## src/verilog/sys_osc_defines.svh

```systemverilog
// Register map, field positions, reset values and start-up counts
`ifndef SYS_OSC_DEFINES_SVH
`define SYS_OSC_DEFINES_SVH

// ***************************************************
// Register offsets
// ***************************************************
`define ADDR_SYS_CLK_CTRL   8'h00
`define ADDR_FAST_RC_CTRL   8'h01
`define ADDR_SLOW_XTAL_CTRL 8'h02

// ***************************************************
// Field positions
// ***************************************************
`define SCC_DIV_MSB      7
`define SCC_DIV_LSB      5
`define SCC_HS_SRC_BIT   3
`define SCC_LS_SRC_BIT   2
`define SCC_FAST_IDLE    1
`define SCC_SLOW_IDLE    0
`define FRC_FREQ_MSB     3
`define FRC_FREQ_LSB     2
`define FRC_RUN_BIT      0
`define SXC_PIN_BIT      3
`define SXC_SPEEDUP_BIT  2
`define SXC_READY_BIT    1
`define SXC_ENABLE_BIT   0

// ***************************************************
// Reset values and encodings
// ***************************************************
`define SCC_RESET        8'h00
`define FRC_RESET        8'h01
`define SXC_RESET        8'h00
`define DIV_SEL_SLOW     3'h7
`define FRC_FREQ_BAD     2'h3
`define HS_SRC_XTAL      1'h1
`define LS_SRC_XTAL      1'h1

// ***************************************************
// Slow crystal start-up, in crystal periods
// ***************************************************
`define SXT_START_SPEEDUP  16'h0400
`define SXT_START_LOWPOWER 16'h4000

`endif

```

## src/verilog/sys_osc_pkg.sv

```systemverilog
// Types shared by the oscillator select design
package sys_osc_pkg;

  // Slow crystal start-up progress
  typedef enum logic [1:0] {
    SXT_OFF,
    SXT_STARTING,
    SXT_READY
  } sxt_state_t;

endpackage : sys_osc_pkg

```

## src/verilog/clock_ratio_switch.sv

```systemverilog
// Glitch-free system clock divider and fast/slow source switch
`timescale 1ns/1ps
`include "sys_osc_defines.svh"

module clock_ratio_switch
  import sys_osc_pkg::*;
(
  input  wire logic       clk,
  input  wire logic       srst,
  input  wire logic       fast_tick,
  input  wire logic       slow_tick,
  input  wire logic [2:0] sys_clk_divider_sel,
  input  wire logic       run,
  output logic            sys_clk_en
);

  logic [2:0] active_code;
  logic [5:0] cnt;
  logic [5:0] mask;
  logic       tick_in;
  logic       last;
  logic       fire;

  // ***************************************************
  // Period end detection
  // ***************************************************
  // Code n divides the fast ticks by 2**n; the slow code passes through
  assign mask    = ~(6'h3F << active_code);
  assign tick_in = (active_code == `DIV_SEL_SLOW) ? slow_tick : fast_tick;
  assign last    = (active_code == `DIV_SEL_SLOW) || (cnt == mask);
  assign fire    = run && tick_in && last;

  // New code is taken only at a period boundary, never mid-period
  always_ff @(posedge clk) begin
    if (srst) begin
      active_code <= 3'h0;
      cnt         <= 6'h00;
    end else if (fire) begin
      active_code <= sys_clk_divider_sel;
      cnt         <= 6'h00;
    end else if (run && tick_in) begin
      cnt         <= cnt + 6'h01;
    end else if (cnt == 6'h00) begin
      active_code <= sys_clk_divider_sel;
    end
  end

  // Stopped while halted, so the core sees no clock
  always_ff @(posedge clk) begin
    if (srst) begin
      sys_clk_en <= 1'b0;
    end else begin
      sys_clk_en <= fire;
    end
  end
endmodule : clock_ratio_switch

```

## src/verilog/system_oscillator_select.sv

```systemverilog
// Oscillator source selection, slow crystal control and register port
//
// Summary of operation
// Divider field dynamically picks slow or fast source for the system clock
// One bit picks internal slow RC or external slow crystal
// One bit picks external fast crystal or internal fast RC
// The same divider field sets the delivered system clock rate
// Exactly one fast and one slow source is always selected
// Fast RC runs at one of three rates from a two-bit field
// Software matches the fast RC rate field to the configured rate
// Writing 1 to the crystal enable starts it; usable after start-up delay
// Crystal mode bit: 0 low power, 1 speed-up with fast start
// After start-up, clearing mode keeps the crystal running, lower current
// Once slow crystal drives the system clock its mode cannot change
// Crystal works in both modes; low power only starts slower
// Pin-share bit gives the slow crystal pins to oscillator or I/O; a set crystal enable forces them to the oscillator whatever the bit
// Halt stops the system clock; independent timer clock keeps running
// Codes 0 to 6 divide fast clock by 1 to 64; 7 selects slow
// Source and ratio changes happen without shortened clock phases
`timescale 1ns/1ps
`include "sys_osc_defines.svh"

module system_oscillator_select
  import sys_osc_pkg::*;
#(
  parameter logic [15:0] START_SPEEDUP  = `SXT_START_SPEEDUP,
  parameter logic [15:0] START_LOWPOWER = `SXT_START_LOWPOWER
) (
  input  wire logic       clk,
  input  wire logic       srst,
  input  wire logic [7:0] reg_addr,
  input  wire logic [7:0] reg_wdata,
  input  wire logic       reg_wr,
  input  wire logic       reg_rd,
  output logic      [7:0] reg_rdata,
  input  wire logic       fast_xtal_tick,
  input  wire logic       fast_rc_tick,
  input  wire logic       slow_xtal_tick,
  input  wire logic       slow_rc_tick,
  input  wire logic       halt,
  output logic            sys_clk_en,
  output logic            fast_clk_en,
  output logic            sub_clk_en,
  output logic            timer_clk_en,
  output logic      [1:0] fast_rc_freq_sel,
  output logic            fast_rc_run,
  output logic            fast_xtal_run,
  output logic            fast_xtal_pins_osc,
  output logic            slow_xtal_run,
  output logic            slow_xtal_speedup,
  output logic            slow_xtal_pins_osc
);

  logic [2:0]  sys_clk_divider_sel;
  logic        high_speed_src_sel;
  logic        low_speed_src_sel;
  logic        fast_idle_keep;
  logic        slow_idle_keep;
  logic        fast_rc_keep;
  logic        slow_xtal_enable;
  logic        slow_xtal_pin_sel;
  sxt_state_t  sxt_state;
  logic [15:0] sxt_count;
  logic [15:0] sxt_target;
  logic        sxt_ready;
  logic        sxt_locked;
  logic        wr_scc;
  logic        wr_frc;
  logic        wr_sxc;
  logic        fast_need;
  logic        slow_need;
  logic        fast_src_tick;
  logic        sub_src_tick;
  logic [7:0]  next_rdata;

  // ***************************************************
  // Register decode
  // ***************************************************
  assign wr_scc = reg_wr && (reg_addr == `ADDR_SYS_CLK_CTRL);
  assign wr_frc = reg_wr && (reg_addr == `ADDR_FAST_RC_CTRL);
  assign wr_sxc = reg_wr && (reg_addr == `ADDR_SLOW_XTAL_CTRL);

  // Slow crystal is the live system clock source
  assign sxt_locked = (sys_clk_divider_sel == `DIV_SEL_SLOW) &&
                      (low_speed_src_sel == `LS_SRC_XTAL);
  assign sxt_ready  = (sxt_state == SXT_READY);

  // System clock control: single select bits leave no empty choice
  always_ff @(posedge clk) begin
    if (srst) begin
      sys_clk_divider_sel <= 3'(`SCC_RESET >> `SCC_DIV_LSB);
      high_speed_src_sel  <= 1'(`SCC_RESET >> `SCC_HS_SRC_BIT);
      low_speed_src_sel   <= 1'(`SCC_RESET >> `SCC_LS_SRC_BIT);
      fast_idle_keep      <= 1'(`SCC_RESET >> `SCC_FAST_IDLE);
      slow_idle_keep      <= 1'(`SCC_RESET >> `SCC_SLOW_IDLE);
    end else if (wr_scc) begin
      sys_clk_divider_sel <= reg_wdata[`SCC_DIV_MSB:`SCC_DIV_LSB];
      high_speed_src_sel  <= reg_wdata[`SCC_HS_SRC_BIT];
      low_speed_src_sel   <= reg_wdata[`SCC_LS_SRC_BIT];
      fast_idle_keep      <= reg_wdata[`SCC_FAST_IDLE];
      slow_idle_keep      <= reg_wdata[`SCC_SLOW_IDLE];
    end
  end

  // Fast RC control; the unused rate code is refused so a rate always holds
  always_ff @(posedge clk) begin
    if (srst) begin
      fast_rc_freq_sel <= 2'(`FRC_RESET >> `FRC_FREQ_LSB);
      fast_rc_keep     <= 1'(`FRC_RESET >> `FRC_RUN_BIT);
    end else if (wr_frc) begin
      if (reg_wdata[`FRC_FREQ_MSB:`FRC_FREQ_LSB] != `FRC_FREQ_BAD) begin
        fast_rc_freq_sel <= reg_wdata[`FRC_FREQ_MSB:`FRC_FREQ_LSB];
      end
      fast_rc_keep     <= reg_wdata[`FRC_RUN_BIT];
    end
  end

  // Slow crystal control; mode is frozen while it clocks the system
  always_ff @(posedge clk) begin
    if (srst) begin
      slow_xtal_enable  <= 1'(`SXC_RESET >> `SXC_ENABLE_BIT);
      slow_xtal_speedup <= 1'(`SXC_RESET >> `SXC_SPEEDUP_BIT);
      slow_xtal_pin_sel <= 1'(`SXC_RESET >> `SXC_PIN_BIT);
    end else if (wr_sxc) begin
      slow_xtal_enable  <= reg_wdata[`SXC_ENABLE_BIT];
      slow_xtal_pin_sel <= reg_wdata[`SXC_PIN_BIT];
      if (!sxt_locked) begin
        slow_xtal_speedup <= reg_wdata[`SXC_SPEEDUP_BIT];
      end
    end
  end

  // ***************************************************
  // Slow crystal start-up
  // ***************************************************
  // Low power mode only lengthens the wait; both modes end ready
  assign sxt_target = slow_xtal_speedup ? START_SPEEDUP
                                        : START_LOWPOWER;

  // Counts crystal periods; a mode change mid-start just moves the goal
  always_ff @(posedge clk) begin
    if (srst) begin
      sxt_state <= SXT_OFF;
      sxt_count <= 16'h0000;
    end else if (!slow_xtal_enable) begin
      sxt_state <= SXT_OFF;
      sxt_count <= 16'h0000;
    end else begin
      unique case (sxt_state)
        SXT_OFF: begin
          sxt_state <= SXT_STARTING;
          sxt_count <= 16'h0000;
        end
        SXT_STARTING: begin
          if (slow_xtal_tick) begin
            if (sxt_count >= sxt_target - 16'h0001) begin
              sxt_state <= SXT_READY;
            end else begin
              sxt_count <= sxt_count + 16'h0001;
            end
          end
        end
        SXT_READY: begin
          sxt_state <= SXT_READY;
        end
      endcase
    end
  end

  // ***************************************************
  // Source muxing and clock enables
  // ***************************************************
  // Halt keeps a class alive only where its idle bit asks for it
  assign fast_need     = !halt || fast_idle_keep;
  assign slow_need     = !halt || slow_idle_keep;
  assign fast_src_tick = (high_speed_src_sel == `HS_SRC_XTAL)
                         ? fast_xtal_tick : fast_rc_tick;
  // An unstarted crystal gives no ticks rather than garbage edges
  assign sub_src_tick  = (low_speed_src_sel == `LS_SRC_XTAL)
                         ? (slow_xtal_tick && sxt_ready)
                         : slow_rc_tick;

  // Peripheral and timer clock enables
  always_ff @(posedge clk) begin
    if (srst) begin
      fast_clk_en  <= 1'b0;
      sub_clk_en   <= 1'b0;
      timer_clk_en <= 1'b0;
    end else begin
      fast_clk_en  <= fast_src_tick && fast_need;
      sub_clk_en   <= sub_src_tick && slow_need;
      timer_clk_en <= slow_rc_tick;
    end
  end

  // Oscillator power and pin ownership; the selected fast one runs except in halt with the fast idle bit clear
  always_ff @(posedge clk) begin
    if (srst) begin
      fast_rc_run        <= 1'b1;
      fast_xtal_run      <= 1'b0;
      fast_xtal_pins_osc <= 1'b0;
      slow_xtal_run      <= 1'b0;
      slow_xtal_pins_osc <= 1'b0;
    end else begin
      fast_rc_run        <= fast_need && ((high_speed_src_sel !=
                            `HS_SRC_XTAL) || fast_rc_keep);
      fast_xtal_run      <= fast_need &&
                            (high_speed_src_sel == `HS_SRC_XTAL);
      fast_xtal_pins_osc <= (high_speed_src_sel == `HS_SRC_XTAL);
      slow_xtal_run      <= slow_xtal_enable;
      slow_xtal_pins_osc <= slow_xtal_pin_sel || slow_xtal_enable;
    end
  end

  // ***************************************************
  // System clock generation
  // ***************************************************
  clock_ratio_switch u_ratio (
    .clk                 (clk),
    .srst                (srst),
    .fast_tick           (fast_src_tick),
    .slow_tick           (sub_src_tick),
    .sys_clk_divider_sel (sys_clk_divider_sel),
    .run                 (!halt),
    .sys_clk_en          (sys_clk_en)
  );

  // ***************************************************
  // Read port
  // ***************************************************
  // Unmapped offsets read zero; data stands one cycle only
  always_comb begin
    next_rdata = 8'h00;
    unique case (reg_addr)
      `ADDR_SYS_CLK_CTRL: begin
        next_rdata[`SCC_DIV_MSB:`SCC_DIV_LSB] = sys_clk_divider_sel;
        next_rdata[`SCC_HS_SRC_BIT]           = high_speed_src_sel;
        next_rdata[`SCC_LS_SRC_BIT]           = low_speed_src_sel;
        next_rdata[`SCC_FAST_IDLE]            = fast_idle_keep;
        next_rdata[`SCC_SLOW_IDLE]            = slow_idle_keep;
      end
      `ADDR_FAST_RC_CTRL: begin
        next_rdata[`FRC_FREQ_MSB:`FRC_FREQ_LSB] = fast_rc_freq_sel;
        next_rdata[`FRC_RUN_BIT]                = fast_rc_keep;
      end
      `ADDR_SLOW_XTAL_CTRL: begin
        next_rdata[`SXC_PIN_BIT]     = slow_xtal_pin_sel;
        next_rdata[`SXC_SPEEDUP_BIT] = slow_xtal_speedup;
        next_rdata[`SXC_READY_BIT]   = sxt_ready;
        next_rdata[`SXC_ENABLE_BIT]  = slow_xtal_enable;
      end
      default: begin
        next_rdata = 8'h00;
      end
    endcase
  end

  always_ff @(posedge clk) begin
    if (srst) begin
      reg_rdata <= 8'h00;
    end else begin
      reg_rdata <= reg_rd ? next_rdata : 8'h00;
    end
  end
endmodule : system_oscillator_select

```

## config.mk

```make
export PLATFORM = sky130hd
export DESIGN_NAME = system_oscillator_select
export DESIGN_NICKNAME = d
export VERILOG_FILES = /design/src/verilog/sys_osc_pkg.sv /design/src/verilog/clock_ratio_switch.sv /design/src/verilog/system_oscillator_select.sv
export VERILOG_INCLUDE_DIRS = /design/src /design/src/verilog
export SDC_FILE = /design/constraint.sdc
export NUM_CORES = 1
export LEC_CHECK = 0
export ABC_AREA = 1
export BUFFER_PORTS_ARGS = -buffer_cell sky130_fd_sc_hd__buf_2
export CORE_MARGIN = 1
export CORE_UTILIZATION = 24
export CTS_CLUSTER_SIZE = 16
export DETAILED_ROUTE_END_ITERATION = 8
export SLEW_MARGIN = 20
export SYNTH_ARGS = -nofsm -noshare
export SYNTH_HDL_FRONTEND = slang
export SYNTH_SLANG_ARGS = --single-unit
```

## constraint.sdc

```tcl
create_clock -name clk -period 4.5 [get_ports clk]
set_input_delay 0.45 -clock clk [delete_from_list [all_inputs] [get_ports clk]]
set_output_delay 0.45 -clock clk [all_outputs]
set_load 0.05 [all_outputs]
```

# Word level (Yosys, flattened, before mapping)
# Index checks and enable logic that the tools add are counted.
[word_totals]
out_inout_bits = 20
reg_bits = 57
memories = 0
latchBits = 0
romBits = 0
in_bits = 25
mem_bits_rw = 0
[classes]
mul = 0
magnitude_cmp = 1
n_reduce_logical = 31
eq_ne = 12
n_addsub = 3
muxes = 16
bitwise = 6
div_mod_pow = 0
shift = 1
[op_table]
columns = ["op", "n"]
rows = [
  ["2-to-1 mux 16 bit", 2],
  ["case mux 16 bit (2 select lines)", 1],
  ["adder 16 x 1 -> 16 bit (second input constant)", 1],
  ["greater-or-equal comparator 16 bit", 1],
  ["subtractor 15 x 1 -> 16 bit (second input constant)", 1],
  ["2-to-1 mux 15 bit", 1],
  ["case mux 2 bit (3 select lines)", 2],
  ["logical AND 1 bit", 11],
  ["2-to-1 mux 3 bit", 3],
  ["== test 8 x 1 -> 1 bit (second input constant)", 1],
  ["== test 8 x 2 -> 1 bit (second input constant)", 1],
  ["zero test 8 bit", 1],
  ["inequality test 2 bit (second input constant)", 4],
  ["AND reduction 2 bit", 4],
  ["adder 6 x 1 -> 6 bit (second input constant)", 1],
  ["== test 3 bit (second input constant)", 2],
  ["== test 6 bit", 1],
  ["zero test 6 bit", 1],
  ["NOT 6 bit", 1],
  ["OR reduction 2 bit", 3],
  ["<< shifter 6 x 3 -> 6 bit (first input constant)", 1],
  ["logical OR 1 bit", 5],
  ["NOT 1 bit", 5],
  ["2-to-1 mux 2 bit", 2],
  ["11 further kinds", 14],
]

# Depth between registers and ports, before layout
# Gate-level depths: netlist of run 1.
[depth]
ltp_word = 8
depth_mapped = 12

# Hierarchy
# Synthesis of run 1 repeated with hierarchy kept, for this count alone.
[hier_totals]
cells_unflattened = 439
hier_area_um2 = 3143.0
[by_module_without_submodules]
columns = ["module", "cells_per_inst", "area_per_inst_um2", "seq_area_each_um2", "instances"]
rows = [
  ["system_oscillator_select", 339, 2483.6, 920.9, 1],
  ["clock_ratio_switch", 100, 659.4, 200.2, 1],
]

# Worst setup path after synthesis of run 1
# No wires, ideal clock.
[synth_timing]
kind = "register to register"
from = "register slow_xtal_speedup"
to = "register sxt_count[2]"
arrival_time_ps = 2007
path_stages_with_launch = 10
path_buffers = 1
path_slack_ps = 2422
cell_sequence = "dfxtp_1 > ha_1 > a21oi_1 > nand3_1 > nor2_1 > nand3_2 > nand2_2 > buf_4 > nand2_1 > a21oi_1"
[synth_via]
elab_chain_cells = 5
[synth_rtl]
columns = ["item", "line", "rtl"]
rows = [
  ["start, declared", "system_oscillator_select.sv:50", "output logic slow_xtal_speedup,"],
  ["start signal, assigned", "system_oscillator_select.sv:122", "slow_xtal_speedup <= 1'(`SXC_RESET >> `SXC_SPEEDUP_BIT);"],
  ["start signal, assigned", "system_oscillator_select.sv:128", "slow_xtal_speedup <= reg_wdata[`SXC_SPEEDUP_BIT];"],
  ["2-to-1 mux 15 bit", "system_oscillator_select.sv:137", "assign sxt_target = slow_xtal_speedup ? START_SPEEDUP"],
  ["subtractor 15 x 1 -> 16 bit", "system_oscillator_select.sv:156", "if (sxt_count >= sxt_target - 16'h0001) begin"],
  ["greater-or-equal comparator 16 bit", "system_oscillator_select.sv:156", ""],
  ["inequality test 2 bit (no line)", "-", ""],
  ["AND reduction 3 bit (no line)", "-", ""],
  ["end signal, assigned", "system_oscillator_select.sv:159", "sxt_count <= sxt_count + 16'h0001;"],
  ["end, declared", "system_oscillator_select.sv:63", "logic [15:0] sxt_count;"],
]
# Every way passes these cells.
# A chain may end at the register's enable or synchronous reset.

# Worst setup path after layout of run 1
[layout_timing]
from = "register sxt_state[1]"
to = "register sxt_count[13]"
[layout_via]
elab_chain_cells = 3
[layout_rtl]
columns = ["item", "line", "rtl"]
rows = [
  ["start, declared", "system_oscillator_select.sv:62", "sxt_state_t sxt_state;"],
  ["start signal, assigned", "system_oscillator_select.sv:143", "sxt_state <= SXT_OFF;"],
  ["start signal, assigned", "system_oscillator_select.sv:146", "sxt_state <= SXT_OFF;"],
  ["start signal, assigned", "system_oscillator_select.sv:151", "sxt_state <= SXT_STARTING;"],
  ["== test 2 x 1 -> 1 bit or zero test 2 bit (tied branches)", "system_oscillator_select.sv:149", "unique case (sxt_state)"],
  ["inequality test 2 bit (no line) or nonzero test 2 bit (tied branches)", "-", ""],
  ["AND reduction 3 bit (no line)", "-", ""],
]
# Parallel ways exist; a longest one is shown, timed or not.

==> flow_summary.toml, run 1 <==
[detailed_routing]
wirelength_um = 6750
route.detailed.drc = 0
avgViaCountPerCell = 4.48
dr_total_vias = 2661
dr.first_iter.drc_count = 75
drt_pass1_iterations = 4
antenna_left = 0
wl_per_cell_um = 11.4

[clocking]
root_buffer = "clkbuf_16"
clk_path_buf_depth = 2
worstSkewPairLatency_ns = 0.29
cts_buffers = 5
post_cts_buffers = 0
cts_sinks = 56
cts_hold_buf = 0
clk_pin_slew_ns = 0.07
cts_resized = 0
cts_tree = "built"
htreeDepth = 2

[timing]
tightest_slew_ns = 0.560
setup_tns_ns = 0
fin_hold_ws_ns = 0.381
relSlewSlack = 0.626
fin_crit_ns = 2.21
clock_skew_ns = 0.00985
fmaxAchievable_mhz = 453
rsz0062_at_grt = "false"
setup_viol = 0
hold_violations = 0
slew_viol_final = 0
finalCritPeriodShare = 0.490
fin_ws_ns = 2.29

[synthesis]
yosys_register_bits = 56
yosys-top-cells-area = "dfxtp_1 40%, nand2_1 12%, nor2_1 7.9%"
yosys_warnings = 0
ys_seq_area_frac = 0.396
synth_cells = 409
synth.avg_cell_area_um2 = 6.93
yosysUniqueCellTypes = 31
syn_area_um2 = 2830
yosysTopAreaCellShare = 0.396
synth_nets = 444
yosysTopAreaCell = "dfxtp_1"

[critical_path]
crit_chain = "inv_1 > ha_1 > inv_1 > or2_2 > nand3_2 > nand2_2 > nand2_1 > a21oi_1"
criticalPathCategory = "register to register"
worstPathMaxFanout = 16
critPathSlowestCell = "nand2_2"
worstPathRequired_ns = 4.71
critPathMostFrequentCell = "inv_1"
critPathBufInv = 2
end_kind = "register"
cpPeakStageDelay_ns = 0.39
r2r_slack_ns = 2.29
path_delay_family = "simple AND/OR/NAND/NOR gates"
arrival_ns = 2.42
worstSetupStartpointType = "register"

[floorplanning]
std_cell_rows = 39
die_area_um2 = 12200
die_w_um = 111
core_um2 = 11500
die_h_um = 111
io_pins = 45
start_util = 0.247

[layout]
final_common_cell = "nand2_1"
seqCellArea_um2 = 1120
final_cell_mix = "91 x nand2_1, 60 x nor2_1, 56 x dfxtp_1"
layout-drive-gt1-share = 0.142
multi_input_area_um2 = 1500
final_cells = 594
nets = 485
fillers = 1260
diodes = 0
syn2layout_area_growth_pct = 17.5

[grt]
grt_pass1_vias = 2579
track_usage = 0.116
grt_pass1_wl_um = 11900
antenna_found_initial = 0
grt_max_degree = 20
overflow = 0

[power]
peakVddDrop_uv = 146
powerDensity_nw_per_um2 = 294
p_leak_nw = 1.31
p_total_mw = 0.979

[status]
outcome = "finished, final reports clean"

[min_path]
worstHoldPathType = "primary input to register"

[place]
pre_cts_slack_ns = 2.28
place_inst = 586
gp_congestion = 0.851
io_buffers = 42
dp_hpwl_um = 5170

[flow_run]
drv_cap = 0
cells in the mapped netlist, drive strengths merged:
master / number
a21oi: 38
nor3b: 3
nand3: 39
clkbuf: 5
nand4: 6
nand2: 96
inv: 47
conb: 1
nor2: 62
o21ai: 14
nor3: 8
buf: 3
or2: 3
and3: 2
xor2: 10
o221ai: 1
xnor2: 2
a31oi: 1
o211ai: 2
ha: 10
dfxtp: 56
where the power goes:
part | switching, mW | internal (mW)
logic | 0.0554 | 0.0292
clock network | 0.179 | 0.208
registers | 0.00561 | 0.502
total | 0.241 | 0.739
worst register-to-register path: stages, from the launching register on:
cell and delay (ns):
dfxtp_1 0.35, inv_1 0.07, ha_1 0.19, inv_1 0.34, or2_2 0.23, nand3_2 0.31
nand2_2 0.40, nand2_1 0.10, a21oi_1 0.14
path summary, 6_finish.rpt:
check	startpoint	endpoint	depth (start not counted)
worst max-delay path	sxt_state[1]$_SDFFE_PP0P_	sxt_count[13]$_SDFFE_PP0P_	8
worst min-delay path	slow_rc_tick	timer_clk_en$_SDFF_PP0_	3
worst max register to register	sxt_state[1]$_SDFFE_PP0P_	sxt_count[13]$_SDFFE_PP0P_	8
worst min register to register	fast_rc_freq_sel[1]$_SDFFE_PP0P_	fast_rc_freq_sel[1]$_SDFFE_PP0P_	2
flip-flops by register name (all words and copies together) (netlist names), 2 cells and up:
signal	count
sxt_state	2
sxt_count	16
fast_rc_freq_sel	2
reg_rdata	7
u_ratio.active_code	3
sys_clk_divider_sel	3
u_ratio.cnt	6
cells by family (layout without fill, tap and decap cells):
| family | count (synthesis) | after routing | synth area share |
|---|---|---|---|
| adders and majority gates | 10 | 10 | 0.0442 |
| DFF | 56 | 56 | 0.396 |
| xor gates and xnor gates | 12 | 12 | 0.0371 |
| and+or+nand+nor | 219 | 219 | 0.343 |
| buffers and inverters | 55 | 97 | 0.0759 |
| other | 1 | 1 | 0.00132 |
| AOI/OAI and AO/OA | 56 | 56 | 0.102 |
layout make-up:
cell class | instances | area share
clock inverters | 2 | 0.00489
clock buffers | 6 | 0.0387
multi-input cells | 298 | 0.450
flip-flops and latches | 56 | 0.337
repair buffers | 42 | 0.0631
inverters | 47 | 0.0530
well taps | 143 | 0.0537
stage by stage:
stage	util	instance area [um^2]
global route	0.290	3330
floorplan	-	2830
finish	0.290	3330
global placement	0.278	3180
CTS	0.290	3330
detailed placement	0.278	3180
per-layer routing:
metal	track usage	up-vias	part of all wire
met3	0.0213	5	0.031
met5	0	-	0
li1	-	1390	-
met2	0.201	43	0.48
met1	0.148	1223	0.48
met4	0.0320	0	0.0099
(Power assumes the default switching activity.)
==> run 2, diff against run 1 <==
Settings changed: ABC_AREA 1 to 0.
Clock period 4.5 ns to 1.9 ns, I/O delays scaled along.
==> run 2 against run 1 <==
The flow now finishes with violations (negative setup slack); synthesized area decreased by 6.1%; clock skew decreased by 0.0035 ns; via count decreased by 17%; sequential power increased by 130%; flip-flop and latch count unchanged; clock-buffer cell count unchanged; worst setup slack got worse by 2.4 ns; die area decreased by 6.0%; power increased by 100%; critical endpoint is now u_ratio.sys_clk_en$_SDFF_PP0_; largest power group unchanged.
==> flow_summary.toml, run 2 <==
[timing]
hold_violations = 0
fmaxAchievable_mhz = 491
finalCritPeriodShare = 1.07
setup_viol = 10
clock_skew_ns = 0.00632
slew_viol_final = 0
setup_tns_ns = -0.803
rsz0062_at_grt = "true"
fin_ws_ns = -0.136
fin_crit_ns = 2.04

[power]
p_sw_frac = 0.232
peakVddDrop_uv = 328
pwr-share-seq = 0.593
switchingPower_mw = 0.464
combinationalPowerShare = 0.074
p_int_mw = 1.53
p_leak_nw = 1.46
power_frac_clock = 0.333
powerDensity_nw_per_um2 = 566
p_total_mw = 2.00

[synthesis]
synth_ff_type = "dfxtp_1"
yosysTopAreaCellShare = 0.421
synth_common_cells = "56 x dfxtp_1, 48 x nor2_1, 19 x mux2i_1"
synth-async-reset-ratio = 0
yosysMostFrequentCell = "dfxtp_1"
synth.avg_cell_area_um2 = 9.15
syn_area_um2 = 2660
synth_edf_count = 0
ys_seq_area_frac = 0.421
yosysTopAreaCell = "dfxtp_1"
yosys_register_bits = 56
yosys-top-cells-area = "dfxtp_1 42%, mux2i_1 7.1%, nor2_1 6.8%"
synth_nets = 326
yosys_warnings = 0
yosysUniqueCellTypes = 51
synth_cells = 291

[critical_path]
arrival_ns = 2.23
r2r-start = "u_ratio.cnt[5]$_SDFFE_PP0P_"
criticalPathCategory = "register to register"
worstPathRequired_ns = 2.09
cp-startpoint = "u_ratio.cnt[5]$_SDFFE_PP0P_"
reg2reg_depth = 8
worstSetupStartpointType = "register"
end_kind = "register"
setup.worst_path.end = "u_ratio.sys_clk_en$_SDFF_PP0_"
r2r_slack_ns = -0.14
r2r-end = "u_ratio.sys_clk_en$_SDFF_PP0_"
worstPathMaxFanout = 7

[flow_run]
drv_cap = 0

[place]
pre_cts_slack_ns = -0.108
place_inst = 490
place_area_um2 = 3270
gp_congestion = 0.764
dp_hpwl_um = 4440
io_buffers = 42

[layout]
regMostFlops = "sxt_count"
syn2layout_area_growth_pct = 32.4
final_cells = 501
diodes = 0
final_common_cell = "dfxtp_1"
final_cell_mix = "48 x dfxtp_1, 46 x nor2_1, 42 x buf_2"
layout-drive-gt1-share = 0.352
reg_top3 = "sxt_count x16, reg_rdata x7, u_ratio.cnt x6"
seqCellArea_um2 = 1130
multi_input_area_um2 = 1630
fin_area_um2 = 3520
fillers = 1113
nets = 395
largest_reg_flops = 16

[detailed_routing]
dr.first_iter.drc_count = 70
drt_pass1_iterations = 5
wl_per_cell_um = 11.7
wirelength_um = 5870
route.detailed.drc = 0
avgViaCountPerCell = 4.43
dr_total_vias = 2217
antenna_left = 0

[clocking]
clk_path_buf_depth = 2
cts_sinks = 56
clk_pin_slew_ns = 0.10
htreeDepth = 2
root_buffer = "clkbuf_8"
cts_buffers = 5
cts_hold_buf = 0
worstSkewPairLatency_ns = 0.30
cts_tree = "built"

[floorplanning]
std_cell_rows = 38
die_w_um = 107
start_util = 0.245
die_h_um = 107
die_area_um2 = 11500
core_um2 = 10800
io_pins = 45

[status]
violations = "negative setup slack"
outcome = "complete, but fails checks"

[grt]
track_usage = 0.107
grt_max_degree = 31
grt_pass1_vias = 2226
overflow = 0
grt_pass1_wl_um = 10000
antenna_found_initial = 0

[min_path]
worstHoldPathType = "primary input to register"
[run 2: changes by cell type after synthesis, sizes merged, moves of 13 or more]
cell,delta
nand2,-83
inv,-38
nand3,-35
a21oi,-26
mux2i,+19
nor2,-14
nor2b,+13
[run 2: layer usage]
| metal | up-vias | GRT usage | wire length (um) |
|---|---|---|---|
| met4 | 0 | 0.0294 | 51 |
| met2 | 37 | 0.189 | 2930 |
| met3 | 4 | 0.0169 | 161 |
| li1 | 1137 | - | - |
| met5 | - | 0 | 0 |
| met1 | 1039 | 0.133 | 2720 |
[run 2: critical path: stages, from the launching register on]
cell and delay, ns:
dfxtp_2 0.36, and2b_1 0.19, nor3b_2 0.16, o31ai_2 0.27, a211oi_2 0.14, o2111a_1 0.28
or2_1 0.27, buf_12 0.15, nor2b_4 0.11
[run 2: kinds of logic (layout without fill, tap and decap cells)]
family / after synthesis / in the layout / share of synthesized area
AO/OA/AOI/OAI: 29 / 30 / 0.0799
XOR/XNOR: 17 / 17 / 0.0559
adder cells (fa/ha/maj): 10 / 10 / 0.0470
buffers and inverters: 21 / 90 / 0.0371
flip-flops: 56 / 56 / 0.421
multiplexers: 19 / 19 / 0.0715
other: 1 / 1 / 0.00141
AND/OR/NAND/NOR: 138 / 138 / 0.286
[run 2: worst min path at each step]
| stage | from | end | slack [ns] | depth (start not counted) |
|---|---|---|---|---|
| final | srst | sys_clk_divider_sel[1]$_SDFFE_PP0P_ | 0.12 | 2 |
| after global routing | srst | sys_clk_divider_sel[1]$_SDFFE_PP0P_ | 0.11 | 2 |
| after CTS | srst | sys_clk_divider_sel[1]$_SDFFE_PP0P_ | 0.11 | 2 |
| after detailed placement | reg_wdata[7] | sys_clk_divider_sel[2]$_SDFFE_PP0P_ | 0.44 | 3 |
| after global placement | reg_wdata[1] | fast_idle_keep$_SDFFE_PP0P_ | 0.42 | 3 |
| after floorplan | srst | fast_xtal_pins_osc$_SDFF_PP0_ | 0.27 | 1 |
[run 2: through the flow]
stage,hold slack [ns],utilization
after global placement,0.423,0.302
after global routing,0.112,0.325
after floorplan,0.269,-
after CTS,0.108,0.316
final,0.120,0.325
after detailed placement,0.436,0.302
[run 2: power by group through the flow]
stage | combinational [mW] | sequential (mW) | clock (mW)
after floorplan | 0.0757 | 1.23 | 0
after global placement | 0.145 | 1.21 | 0
after detailed placement | 0.146 | 1.21 | 0
after CTS | 0.148 | 1.18 | 0.694
after global routing | 0.161 | 1.19 | 0.749
final | 0.148 | 1.18 | 0.664
[run 2: timing repair]
action	CTS	global route
setup buffers	0	2
endpoints found under the setup margin	21	27
gates cloned	1	0
pin swaps	6	26
resized for setup	10	21
[run 2: area by class of cell]
type | count | area share
clock inverters | 2 | 0.00284
clock buffers | 6 | 0.0234
inverters | 9 | 0.00958
well taps | 140 | 0.0497
multi-input cells | 215 | 0.463
repair buffers | 73 | 0.130
flip-flops and latches | 56 | 0.322
==> run 3, diff against run 2 <==
Settings changed: SETUP_SLACK_MARGIN from default to 0.4.
==> run 3 against run 2 <==
The flow still finishes with violations (negative setup slack); largest power group unchanged; final cell count is 1.6% higher; worst setup slack improved by 0.085 ns; power increased by 1.8%; hold slack worse by 0.013 ns; routed wire length increased by 8.1%; flip-flop and latch count is the same; combinational power up 8%; first-iteration DRC count decreased by 34%; via count grew 2.3%; clock skew hardly changed; die area did not move; maximum frequency increased by 4.3%.
==> flow_summary.toml, run 3 (same netlist as run 2, synthesis figures left out) <==
[status]
outcome = "complete, but fails checks"
violations = "negative setup slack"

[clocking]
root_buffer = "clkbuf_8"
htreeDepth = 2
cts_hold_buf = 0
clk_pin_slew_ns = 0.10
cts_tree = "built"
cts_buffers = 5
worstSkewPairLatency_ns = 0.30
cts_sinks = 56
clk_path_buf_depth = 2

[place]
place_area_um2 = 3360
io_buffers = 42
pre_cts_slack_ns = -0.116
gp_congestion = 0.786
dp_hpwl_um = 4870

[timing]
setup_viol = 10
fmaxAchievable_mhz = 512
setup_tns_ns = -0.363
clock_skew_ns = 0.00659
hold_violations = 0
fin_ws_ns = -0.0518
finalCritPeriodShare = 1.03
rsz0062_at_grt = "true"
slew_viol_final = 0
fin_crit_ns = 1.95

[detailed_routing]
antenna_left = 0
dr_total_vias = 2268
wirelength_um = 6340
wl_per_cell_um = 12.5
avgViaCountPerCell = 4.46
route.detailed.drc = 0
drt_pass1_iterations = 4
dr.first_iter.drc_count = 46

[critical_path]
critPathSlowestCell = "dfxtp_2"
critPathMostFrequentCell = "nor3_4"
arrival_ns = 2.20
end_kind = "register"
worstPathMaxFanout = 5
critPathBufInv = 2
worstSetupStartpointType = "register"
path_delay_family = "compound AO/OA/AOI/OAI gates"
cpPeakStageDelay_ns = 0.34
worstPathRequired_ns = 2.14
crit_chain = "and2b_1 > buf_6 > nor3_4 > o31ai_4 > a211oi_2 > o2111a_1 > or2_4 > buf_12 > nor3_4"
criticalPathCategory = "register to register"

[flow_run]
drv_cap = 0

[floorplanning]
std_cell_rows = 38
die_w_um = 107
core_um2 = 10800
die_h_um = 107
start_util = 0.245
die_area_um2 = 11500
io_pins = 45

[layout]
fin_area_um2 = 3650
syn2layout_area_growth_pct = 37.2
final_common_cell = "dfxtp_1"
nets = 403
largest_reg_flops = 16
diodes = 0
regMostFlops = "sxt_count"
layout-drive-gt1-share = 0.382
multi_input_area_um2 = 1650
reg_top3 = "sxt_count x16, reg_rdata x7, u_ratio.cnt x6"
seqCellArea_um2 = 1140
final_cell_mix = "47 x dfxtp_1, 45 x nor2_1, 42 x buf_2"
fillers = 1141
post-route-util = 0.337

[grt]
overflow = 0
grt_max_degree = 25
grt_pass1_vias = 2276
grt_pass1_wl_um = 10400
track_usage = 0.114
antenna_found_initial = 0

[power]
p_leak_nw = 1.52
peakVddDrop_uv = 265
powerDensity_nw_per_um2 = 557

[min_path]
worstHoldPathType = "primary input to register"
==> run 3: cell types whose count changed in the layout (fill, tap and decap cells not counted), moves of 2 or more <==
cell     delta
buf_6       +7
nor3_4      +3
buf_4       +2
dfxtp_4     +2
ha_2        -2
nor3_2      -2
or2_4       +2
==> run 3: final timing paths <==
kind	from	endpoint	slack, ns	cells past startpoint
setup / recovery	u_ratio.cnt[5]$_SDFFE_PP0P_	u_ratio.cnt[4]$_SDFFE_PP0P_	-0.05	9
hold / removal	reg_wdata[5]	sys_clk_divider_sel[0]$_SDFFE_PP0P_	0.11	3
setup reg to reg	u_ratio.cnt[5]$_SDFFE_PP0P_	u_ratio.cnt[4]$_SDFFE_PP0P_	-0.05	9
hold reg to reg	sxt_state[0]$_SDFFE_PP0P_	sxt_state[0]$_SDFFE_PP0P_	0.49	2
==> run 3: worst reg2reg max path, stage by stage (launching register included) <==
cell	delay [ns]
dfxtp_2	0.34
and2b_1	0.21
buf_6	0.10
nor3_4	0.03
o31ai_4	0.27
a211oi_2	0.12
o2111a_1	0.28
or2_4	0.29
buf_12	0.15
nor3_4	0.09
==> run 3: what timing repair did <==
| action | CTS | global route |
|---|---|---|
| setup buffers | 6 | 1 |
| endpoints found under the hold margin | 0 | 0 |
| endpoints found under the setup margin | 28 | 28 |
| pin swaps | 13 | 9 |
| gates cloned | 0 | 0 |
| gates resized for setup | 19 | 17 |
==> run 3: area by class of cell <==
class / instances / area share
Clock buffer: 6 / 0.0226
Multi-Input combinational cell: 214 / 0.453
Sequential cell: 56 / 0.312
Inverter: 9 / 0.00925
Tap cell: 140 / 0.0480
Timing Repair Buffer: 82 / 0.151
Clock inverter: 2 / 0.00377
==> run 3: where the power goes <==
group	leakage, nW	internal (mW)	switching (mW)
combinational	1.02	0.0657	0.0940
clock	0.0516	0.299	0.391
sequential	0.458	1.18	0.00718
total	1.52	1.54	0.492
==> run 3: per-stage QoR <==
stage / hold slack [ns] / power, mW / std cells
2_1_floorplan: 0.269 / 1.31 / 291
3_3_place_gp: 0.426 / 1.36 / 494
3_5_place_dp: 0.428 / 1.37 / 494
4_1_cts: 0.103 / 2.07 / 508
5_1_grt: 0.106 / 2.13 / 509
6_report: 0.108 / 2.03 / 509
==> run 3: metal layers <==
layer | wire length (um) | share of wire | vias to the layer above | global-route usage
met5 | 0 | 0 | - | 0
met4 | 17 | 0.0027 | 0 | 0.0274
met3 | 160 | 0.025 | 2 | 0.0218
met2 | 3400 | 0.54 | 21 | 0.213
met1 | 2760 | 0.44 | 1086 | 0.133
li1 | - | - | 1159 | -
